**src/can_obj_pkg.sv**
```systemverilog
package can_obj_pkg;
  localparam int          ADDR_W      = 16;
  localparam int          DATA_W      = 8;
  localparam int          NUM_BYTES   = 8;
  localparam int          OBJ_IDX_W   = 4;
  localparam int          NUM_OBJ     = 15;
  localparam int          LEN_W       = 4;
  localparam int          LEC_W       = 3;
  localparam int          NOISE_W     = 16;
  localparam logic [15:0] NOISE_SEED  = 16'hACE1;
  localparam logic [15:0] NOISE_TAPS  = 16'hB400;

  localparam logic [15:0] CTRL_ADDR   = 16'h1E00;
  localparam logic [15:0] STAT_ADDR   = 16'h1E01;
  localparam logic [15:0] CODE_ADDR   = 16'h1E5F;
  localparam logic [7:0]  OBJ_PAGE    = 8'h1E;
  localparam logic [3:0]  OFS_CON0    = 4'h0;
  localparam logic [3:0]  OFS_CON1    = 4'h1;
  localparam logic [3:0]  OFS_DATA0   = 4'h7;
  localparam logic [3:0]  OFS_DATA7   = 4'hE;

  localparam logic [7:0]  CTRL_RESET  = 8'h01;
  localparam logic [7:0]  CTRL_WMASK  = 8'h4F;
  localparam int          CTRL_CCE    = 6;
  localparam int          CTRL_EIE    = 3;
  localparam int          CTRL_SIE    = 2;
  localparam int          CTRL_IE     = 1;
  localparam int          CTRL_INIT   = 0;

  localparam int          ST_BUS_ISOLATED   = 7;
  localparam int          ST_WARN     = 6;
  localparam int          ST_FRAME_RECEIVED_FLAG     = 4;
  localparam int          ST_FRAME_SENT_FLAG     = 3;

  localparam int          F0_VALID    = 3;
  localparam int          F0_SEND_IRQ_ENABLE     = 2;
  localparam int          F0_RECEIVE_IRQ_ENABLE     = 1;
  localparam int          F0_PEND     = 0;
  localparam int          F1_RMT      = 3;
  localparam int          F1_TXREQ    = 2;
  localparam int          F1_LOST     = 1;
  localparam int          F1_NEW      = 0;

  localparam logic [1:0]  PAIR_CLR    = 2'h1;
  localparam logic [1:0]  PAIR_SET    = 2'h2;

  localparam logic [7:0]  CODE_NONE   = 8'h00;
  localparam logic [7:0]  CODE_STATUS = 8'h01;
  localparam logic [7:0]  CODE_OBJ15  = 8'h02;
  localparam logic [7:0]  CODE_OBJ1   = 8'h03;
endpackage : can_obj_pkg

```
**src/can_msg_object_ctrl.sv**
```systemverilog
`timescale 1ns/1ps
// Function
// - Control registers hold four true/complement pairs.
// - Pair write 01 clears, 10 sets, 11 keeps.
// - Store over unread data sets overwritten pair.
// - Host updating blocks remote-triggered transmission.
// - Reception store sets fresh payload pair.
// - Eight payload bytes per object, written on store.
// - Unused payload bytes take changing values.
// - All sources merge onto one request line.
// - Status enable gates receive, send, error code.
// - Every valid frame outside initialisation sets reception flag; status request needs status enable.
// - Status plus receive enable gives two requests.
// - Receive enable raises interrupt after reception.
// - Send enable raises interrupt after transmission.
// - Line needs global and source enable.
// - Source code reports highest priority pending source.
// - Object raising interrupt sets its pending pair.
module can_msg_object_ctrl
  import can_obj_pkg::*;
(
  input  wire logic                           clk_in,
  input  wire logic                           resetn_in,
  input  wire logic [can_obj_pkg::ADDR_W-1:0] addr_in,
  input  wire logic [can_obj_pkg::DATA_W-1:0] wr_data_in,
  input  wire logic                           wr_in,
  input  wire logic                           rd_in,
  input  wire logic                           frame_ok_in,
  input  wire logic                           rx_store_in,
  input  wire logic [can_obj_pkg::OBJ_IDX_W-1:0] rx_obj_in,
  input  wire logic [can_obj_pkg::LEN_W-1:0]  rx_len_in,
  input  wire logic [63:0]                    rx_data_in,
  input  wire logic                           tx_done_in,
  input  wire logic [can_obj_pkg::OBJ_IDX_W-1:0] tx_obj_in,
  input  wire logic                           remote_in,
  input  wire logic [can_obj_pkg::OBJ_IDX_W-1:0] remote_obj_in,
  input  wire logic                           lec_update_in,
  input  wire logic [can_obj_pkg::LEC_W-1:0]  lec_in,
  input  wire logic                           bus_isolated_in,
  input  wire logic                           warn_in,
  output logic [can_obj_pkg::DATA_W-1:0]      rd_data_out,
  output logic                                controller_irq_line_out,
  output logic [can_obj_pkg::NUM_OBJ:1]       tx_request_out,
  output logic                                init_out,
  output logic                                config_change_enable_out
);
  import can_obj_pkg::*;

  typedef struct packed {
    logic [7:0]                              ctrl;
    logic                                    frame_received_flag;
    logic                                    frame_sent_flag;
    logic [LEC_W-1:0]                        lec;
    logic                                    bus_isolated;
    logic                                    warn;
    logic                                    stat_pend;
    logic [NUM_OBJ:1][3:0]                   f0;
    logic [NUM_OBJ:1][3:0]                   f1;
    logic [NUM_OBJ:1][NUM_BYTES-1:0][7:0]    data;
    logic [DATA_W-1:0]                       rd_data;
    logic                                    irq;
  } obj_state_s;

  obj_state_s              st_ff;
  obj_state_s              nxt_st;
  logic [DATA_W-1:0]       noise;
  logic [NUM_OBJ:1]        obj_pend;
  logic [OBJ_IDX_W-1:0]    obj_sel;
  logic [3:0]              ofs_sel;
  logic                    obj_hit;
  logic                    run;

  noise_byte_gen #(.W(NOISE_W)) u_noise (
    .clk_in    (clk_in),
    .resetn_in (resetn_in),
    .noise_out (noise)
  );

  function automatic logic [3:0] pair_write(input logic [3:0] old,
                                            input logic [7:0] w);
    pair_write = old;
    for (int i = 0; i < 4; i++) begin
      if (w[2*i +: 2] == PAIR_CLR) begin
        pair_write[i] = 1'b0;
      end else if (w[2*i +: 2] == PAIR_SET) begin
        pair_write[i] = 1'b1;
      end
    end
  endfunction : pair_write

  function automatic logic [7:0] pair_read(input logic [3:0] v);
    pair_read = '0;
    for (int i = 0; i < 4; i++) begin
      pair_read[2*i +: 2] = {v[i], ~v[i]};
    end
  endfunction : pair_read

  function automatic logic [7:0] src_code(input logic s,
                                          input logic [NUM_OBJ:1] p);
    src_code = CODE_NONE;
    for (int i = NUM_OBJ - 1; i >= 1; i--) begin
      if (p[i]) begin
        src_code = CODE_OBJ1 + 8'(i - 1);
      end
    end
    if (p[NUM_OBJ]) begin
      src_code = CODE_OBJ15;
    end
    if (s) begin
      src_code = CODE_STATUS;
    end
  endfunction : src_code

  always_comb begin
    for (int i = 1; i <= NUM_OBJ; i++) begin
      obj_pend[i] = st_ff.f0[i][F0_PEND];
    end
  end

  assign obj_sel = addr_in[7:4];
  assign ofs_sel = addr_in[3:0];
  assign obj_hit = (addr_in[15:8] == OBJ_PAGE) && (obj_sel != '0);
  // Frame traffic stops while software initialisation is active.
  assign run     = !st_ff.ctrl[CTRL_INIT];

  always_comb begin
    nxt_st         = st_ff;
    nxt_st.rd_data = '0;
    // Software accesses come first so that hardware events win.
    if (wr_in) begin
      if (addr_in == CTRL_ADDR) begin
        nxt_st.ctrl = wr_data_in & CTRL_WMASK;
      end else if (addr_in == STAT_ADDR) begin
        nxt_st.frame_received_flag = wr_data_in[ST_FRAME_RECEIVED_FLAG];
        nxt_st.frame_sent_flag = wr_data_in[ST_FRAME_SENT_FLAG];
        nxt_st.lec  = wr_data_in[LEC_W-1:0];
      end else if (obj_hit && ofs_sel == OFS_CON0) begin
        nxt_st.f0[obj_sel] = pair_write(st_ff.f0[obj_sel],
                                        wr_data_in);
      end else if (obj_hit && ofs_sel == OFS_CON1) begin
        nxt_st.f1[obj_sel] = pair_write(st_ff.f1[obj_sel],
                                        wr_data_in);
      end else if (obj_hit && ofs_sel >= OFS_DATA0
                   && ofs_sel <= OFS_DATA7) begin
        nxt_st.data[obj_sel][3'(ofs_sel - OFS_DATA0)] = wr_data_in;
      end
    end
    if (rd_in) begin
      if (addr_in == CTRL_ADDR) begin
        nxt_st.rd_data = st_ff.ctrl;
      end else if (addr_in == STAT_ADDR) begin
        nxt_st.rd_data = {st_ff.bus_isolated, st_ff.warn, 1'b0, st_ff.frame_received_flag,
                          st_ff.frame_sent_flag, st_ff.lec};
        // Reading the status register acknowledges the status source.
        nxt_st.stat_pend = 1'b0;
      end else if (addr_in == CODE_ADDR) begin
        nxt_st.rd_data = src_code(st_ff.stat_pend, obj_pend);
      end else if (obj_hit && ofs_sel == OFS_CON0) begin
        nxt_st.rd_data = pair_read(st_ff.f0[obj_sel]);
      end else if (obj_hit && ofs_sel == OFS_CON1) begin
        nxt_st.rd_data = pair_read(st_ff.f1[obj_sel]);
      end else if (obj_hit && ofs_sel >= OFS_DATA0
                   && ofs_sel <= OFS_DATA7) begin
        nxt_st.rd_data = st_ff.data[obj_sel][3'(ofs_sel - OFS_DATA0)];
      end
    end
    nxt_st.bus_isolated = bus_isolated_in;
    nxt_st.warn   = warn_in;
    if (st_ff.ctrl[CTRL_EIE] && ((bus_isolated_in && !st_ff.bus_isolated)
        || (warn_in && !st_ff.warn))) begin
      nxt_st.stat_pend = 1'b1;
    end
    if (bus_isolated_in && !st_ff.bus_isolated) begin
      nxt_st.ctrl[CTRL_INIT] = 1'b1;
    end
    if (lec_update_in) begin
      nxt_st.lec = lec_in;
      if (st_ff.ctrl[CTRL_SIE]) begin
        nxt_st.stat_pend = 1'b1;
      end
    end
    if (run && frame_ok_in) begin
      nxt_st.frame_received_flag = 1'b1;
      if (st_ff.ctrl[CTRL_SIE]) begin
        nxt_st.stat_pend = 1'b1;
      end
    end
    if (run && rx_store_in && rx_obj_in != '0) begin
      if (st_ff.f1[rx_obj_in][F1_NEW]) begin
        nxt_st.f1[rx_obj_in][F1_LOST] = 1'b1;
      end
      nxt_st.f1[rx_obj_in][F1_NEW] = 1'b1;
      for (int b = 0; b < NUM_BYTES; b++) begin
        if (b < int'(rx_len_in)) begin
          nxt_st.data[rx_obj_in][b] = rx_data_in[8*b +: 8];
        end else begin
          nxt_st.data[rx_obj_in][b] = noise ^ 8'(b);
        end
      end
      if (st_ff.f0[rx_obj_in][F0_RECEIVE_IRQ_ENABLE]) begin
        nxt_st.f0[rx_obj_in][F0_PEND] = 1'b1;
      end
    end
    if (run && tx_done_in && tx_obj_in != '0) begin
      nxt_st.frame_sent_flag = 1'b1;
      nxt_st.f1[tx_obj_in][F1_TXREQ] = 1'b0;
      nxt_st.f1[tx_obj_in][F1_RMT]   = 1'b0;
      if (st_ff.ctrl[CTRL_SIE]) begin
        nxt_st.stat_pend = 1'b1;
      end
      if (st_ff.f0[tx_obj_in][F0_SEND_IRQ_ENABLE]) begin
        nxt_st.f0[tx_obj_in][F0_PEND] = 1'b1;
      end
    end
    if (run && remote_in && remote_obj_in != '0) begin
      nxt_st.f1[remote_obj_in][F1_RMT] = 1'b1;
      if (!st_ff.f1[remote_obj_in][F1_LOST]) begin
        nxt_st.f1[remote_obj_in][F1_TXREQ] = 1'b1;
      end
    end
    nxt_st.irq = st_ff.ctrl[CTRL_IE]
                 && (src_code(st_ff.stat_pend, obj_pend)
                     != CODE_NONE);
  end

  always_ff @(posedge clk_in) begin
    if (!resetn_in) begin
      st_ff      <= '0;
      st_ff.ctrl <= CTRL_RESET;
    end else begin
      st_ff <= nxt_st;
    end
  end

  always_comb begin
    for (int i = 1; i <= NUM_OBJ; i++) begin
      tx_request_out[i] = st_ff.f1[i][F1_TXREQ];
    end
  end
  assign rd_data_out              = st_ff.rd_data;
  assign controller_irq_line_out  = st_ff.irq;
  assign init_out                 = st_ff.ctrl[CTRL_INIT];
  assign config_change_enable_out = st_ff.ctrl[CTRL_CCE];

  logic con1_wr;
  logic store_go;
  assign con1_wr  = wr_in && obj_hit && ofs_sel == OFS_CON1;
  assign store_go = run && rx_store_in && rx_obj_in != '0;
endmodule : can_msg_object_ctrl

```
**src/noise_byte_gen.sv**
```systemverilog
`timescale 1ns/1ps
module noise_byte_gen
  import can_obj_pkg::*;
#(
  parameter int W = can_obj_pkg::NOISE_W
) (
  input  wire logic         clk_in,
  input  wire logic         resetn_in,
  output logic [DATA_W-1:0] noise_out
);
  import can_obj_pkg::*;

  typedef struct packed {
    logic [W-1:0] lfsr;
  } noise_state_s;

  noise_state_s st_ff;
  noise_state_s nxt_st;

  // Galois shift register; its value never sticks at zero.
  always_comb begin
    nxt_st = st_ff;
    if (st_ff.lfsr[0]) begin
      nxt_st.lfsr = (st_ff.lfsr >> 1) ^ NOISE_TAPS[W-1:0];
    end else begin
      nxt_st.lfsr = st_ff.lfsr >> 1;
    end
  end

  always_ff @(posedge clk_in) begin
    if (!resetn_in) begin
      st_ff.lfsr <= NOISE_SEED[W-1:0];
    end else begin
      st_ff <= nxt_st;
    end
  end

  assign noise_out = st_ff.lfsr[DATA_W-1:0];
endmodule : noise_byte_gen

```
**config.mk**
```make
export PLATFORM = sky130hd
export DESIGN_NAME = can_msg_object_ctrl
export DESIGN_NICKNAME = d
export VERILOG_FILES = /design/src/can_obj_pkg.sv /design/src/can_msg_object_ctrl.sv /design/src/noise_byte_gen.sv
export SDC_FILE = /design/constraint.sdc
export NUM_CORES = 2
export LEC_CHECK = 0
export BUFFER_PORTS_ARGS = -buffer_cell sky130_fd_sc_hd__buf_4
export CORE_ASPECT_RATIO = 0.9
export CORE_MARGIN = 8
export CORE_UTILIZATION = 30
export CTS_BUF_LIST = sky130_fd_sc_hd__clkbuf_4 sky130_fd_sc_hd__clkbuf_8 sky130_fd_sc_hd__clkbuf_16
export CTS_CLUSTER_SIZE = 20
export DETAILED_ROUTE_END_ITERATION = 8
export PLACE_DENSITY = 0.53
export SLEW_MARGIN = 40
export SYNTH_ARGS = -nofsm -noshare
export SYNTH_HDL_FRONTEND = slang
export SYNTH_HIERARCHICAL = 1
export SYNTH_SLANG_ARGS = --single-unit
```
**constraint.sdc**
```tcl
create_clock -name clk_in -period 3.9 [get_ports clk_in]
set_input_delay 0 -clock clk_in [delete_from_list [all_inputs] [get_ports clk_in]]
set_output_delay 0 -clock clk_in [all_outputs]
set_load 0.02 [all_outputs]
```
==> impl_metrics.yaml <==
logic_synthesis:
  syn_area_mm2: 0.0634
  synth-main-ff-cell: "dfxtp_1"
  synth_warnings: 6
  syn-num-nets: 7428
  synth_edf_count: 0
  async_reset_ff_share_pct: 0
  synth.avg_cell_area_um2: 8.67
  synth-seq-cells: 1118
  synthCells: 7306
  ys_seq_area_share_pct: 35.3
  synth_cell_type_count: 88
drt:
  vias_per_cell: 6.53
  routed_wl_um: 382000
  vias: 67665
  wl_per_cell_um: 36.8
  ant_nets: 0
  dr.pass1.iters: 9
  drc: 0
  drt_iter0_markers: 11020
critical_path:
  path_class: "register to register"
  max_stage_delay_ns: 0.64
  startpoint_type: "register"
  r2r_slack_ns: 0.21
  rr_startpoint: "init_out"
  path_max_fanout: 45
  cp_num_buf_inv: 3
  crit_slowest_cell: "nor2_2"
  path_delay_family: "simple AND/OR/NAND/NOR gates"
  worstReg2RegEnd: "st_ff[225]"
  worstPathArrival_ns: 4.37
  cp.required_ns: 4.58
  cp-end-kind: "register"
  rr_worst_depth: 8
  cp_cell_sequence: "nand2b_1 -> nor2_2 -> buf_4 -> nand3_2 -> buf_12 -> nor2_1 -> a211oi_1 -> dlygate4sd3_1"
status:
  outcome: "finished, final reports clean"
cts:
  cts_buffers: 134
  clockRootBuffer: "clkbuf_16"
  path_clk_slew_ns: 0.06
  postCtsSetupBuffers: 0
  cts.sinks: 1118
  clock_path_buffers: 3
  cts_tree: "done"
  h-tree-depth: 4
  insertion_delay_ns: 0.83
global_routing:
  globalRoute.totalOverflow: 0
  grtUsageTotal_pct: 32.0
  antenna_found_initial: 42
  grt_max_degree: 135
  grt_pass1_vias: 61824
  grt_pass1_wl_um: 519000
floorplan:
  rows: 160
  die_h_um: 452
  start_util_pct: 30.1
  die_w_um: 500
  die_area_mm2: 0.226
  pin_count: 144
  core_area_mm2: 0.211
timing:
  holdWs_ns: 0.0366
  fin_setup_tns_ns: 0
  timing.fmax_mhz: 271
  fin_worst_skew_ns: 0.0465
  worst_pin_slew_ns: 1.02
  finalCriticalPeriod_ns: 3.69
  setup_violations: 0
  relSlewSlack_pct: 31.8
  finalHoldViolations: 0
  period_share_pct: 94.5
  rsz0062_at_grt: "no"
  report.final.slew_viol_count: 0
final_layout:
  fin_nets: 7537
  finalCoreUtilization_pct: 35.8
  drive_gt1_share_pct: 20.2
  final_area_mm2: 0.0754
  syn2layout_area_growth_pct: 19.1
  layout.cells.non_filler: 10366
  fill_cells: 21428
hold_path:
  hold_depth: 5
  hold-path-endpoint: "st_ff[1008]"
  hold_start: "tx_done_in"
  hold_class: "primary input to register"
placement:
  dp_hpwl_um: 267000
  portBuffers: 143
  dp.cells: 9970
  placed_area_mm2: 0.0695
  routabilityCongestion: 1.07
job:
  cap_violations: 0
power:
  power_density_mw_per_mm2: 365
  leakagePower_uw: 0.0279
  irDropWorstVdd_uv: 451
placed cells by master (no fill, tap or decap), types with 17 or more instances in the layout:
master,synthesis,layout
nand3_1,191,186
clkinv_2,0,19
nor2b_1,53,49
nor4_1,29,27
o21ai_0,131,122
a32o_1,37,37
a22oi_1,38,38
o211ai_1,98,98
buf_4,59,567
nand2b_1,25,24
nor2_1,974,948
and2_1,38,37
inv_1,19,17
o31ai_1,21,21
dlygate4sd3_1,0,142
clkbuf_8,0,30
mux2i_1,410,404
a221oi_1,122,120
mux4_2,241,241
clkbuf_16,0,139
nand2_1,695,690
buf_12,0,55
a32oi_1,37,37
dfxtp_1,1118,1118
a31oi_1,28,27
o221ai_1,30,29
a21oi_1,668,664
clkbuf_4,0,35
nor3_1,103,84
nor3_2,7,24
o22ai_1,42,42
a311oi_1,65,65
mux2_2,267,267
o21a_1,20,20
a211oi_1,472,472
o22a_1,170,170
and3_1,140,140
nand4_1,20,20
worst reg2reg max path, stage by stage (launching register included):
cell	delay (ns)
dfxtp_1	0.48
nand2b_1	0.29
nor2_2	0.64
buf_4	0.30
nand3_2	0.50
buf_12	0.41
nor2_1	0.28
a211oi_1	0.06
dlygate4sd3_1	0.59
report_power, final:
group	switching, µW	internal, µW
registers	24.5	11400
logic	2360	722
clock network	5580	7430
total	7960	19600
timing repair:
item                                   4_1_cts  5_1_grt
hold buffers                               142        0
endpoints found under the hold margin      912        0
gates resized for setup                      0        0
logic make-up after synthesis:
logic type	count (synthesis)	synth area share, %
muxes	918	19.8
buffers and inverters	823	5.47
adders and majority gates	11	0.190
AOI/OAI and AO/OA	2092	22.7
DFF	1118	35.3
xor gates and xnor gates	5	0.0691
and+or+nand+nor	2339	16.4
area by class of cell:
type / instances / area [µm²] / share of cell area [%]
inverters: 25 / 108 / 0.143
well taps: 2835 / 3550 / 4.70
diodes: 16 / 40.0 / 0.0531
flip-flops and latches: 1118 / 22400 / 29.7
clock inverters: 32 / 263 / 0.348
repair buffers: 771 / 6880 / 9.12
multi-input cells: 5365 / 38100 / 50.5
clock buffers: 204 / 4150 / 5.51
sequential cells by signal, indices dropped and copies added (netlist names), named ones only:
| signal | cells |
|---|---|
| rd_data_out | 8 |
| controller_irq_line_out | 1 |
| config_change_enable_out | 1 |
| u_noise/st_ff | 16 |
| init_out | 1 |
| st_ff | 1016 |
| obj_pend | 15 |
| tx_request_out | 15 |
per-stage QoR:
| step | power (µW) | setup slack [ns] |
|---|---|---|
| 2_1_floorplan | 12900 | 1.00 |
| 3_3_place_gp | 14500 | 0.299 |
| 3_5_place_dp | 14500 | 0.421 |
| 4_1_cts | 27400 | 0.339 |
| 5_1_grt | 28000 | 0.247 |
| 6_report | 27500 | 0.213 |
worst max-delay path by stage:
| stage | startpoint | to | slack, ns | cells after the start |
|---|---|---|---|---|
| final | init_out | st_ff[225] | 0.21 | 8 |
| after global routing | addr_in[13] | st_ff[410] | 0.25 | 12 |
| after CTS | addr_in[13] | st_ff[225] | 0.34 | 11 |
| after detailed placement | addr_in[4] | rd_data_out[4] | 0.42 | 8 |
| after global placement | addr_in[5] | rd_data_out[3] | 0.30 | 11 |
| after floorplan | addr_in[0] | st_ff[786] | 1.0 | 12 |
routing by layer:
| metal | vias up | track usage (%) | share of wire, % |
|---|---|---|---|
| li1 | 27515 | - | - |
| met1 | 33576 | 41.3 | 38 |
| met2 | 5254 | 45.7 | 41 |
| met3 | 1294 | 9.98 | 12 |
| met4 | 26 | 21.2 | 8.3 |
| met5 | - | 0 | 0.051 |
synthesized netlist by cell type, drive strengths merged (20+ instances only):
master,count,area [µm²]
nor2,976,3670
o31ai,21,158
dfxtp,1118,22400
nor2b,53,332
mux2,267,3010
o22a,170,1490
a32o,37,370
nor3,115,667
a32oi,37,324
a311oi,65,569
a211oi,472,3540
o211ai,98,736
o221ai,30,263
nand2b,25,156
nand2,696,2620
inv,23,86.3
o21a,20,150
mux4,241,5430
o22ai,42,263
a31oi,28,175
and3,140,876
nor4,41,393
nand3,196,1010
clkbuf,615,2310
nand4,21,138
o21ai,138,694
buf,183,1060
and2,39,244
a22oi,38,285
mux2i,410,4100
a221oi,122,1070
a21oi,668,3340
Note: power is estimated with default switching activity, not from simulation.
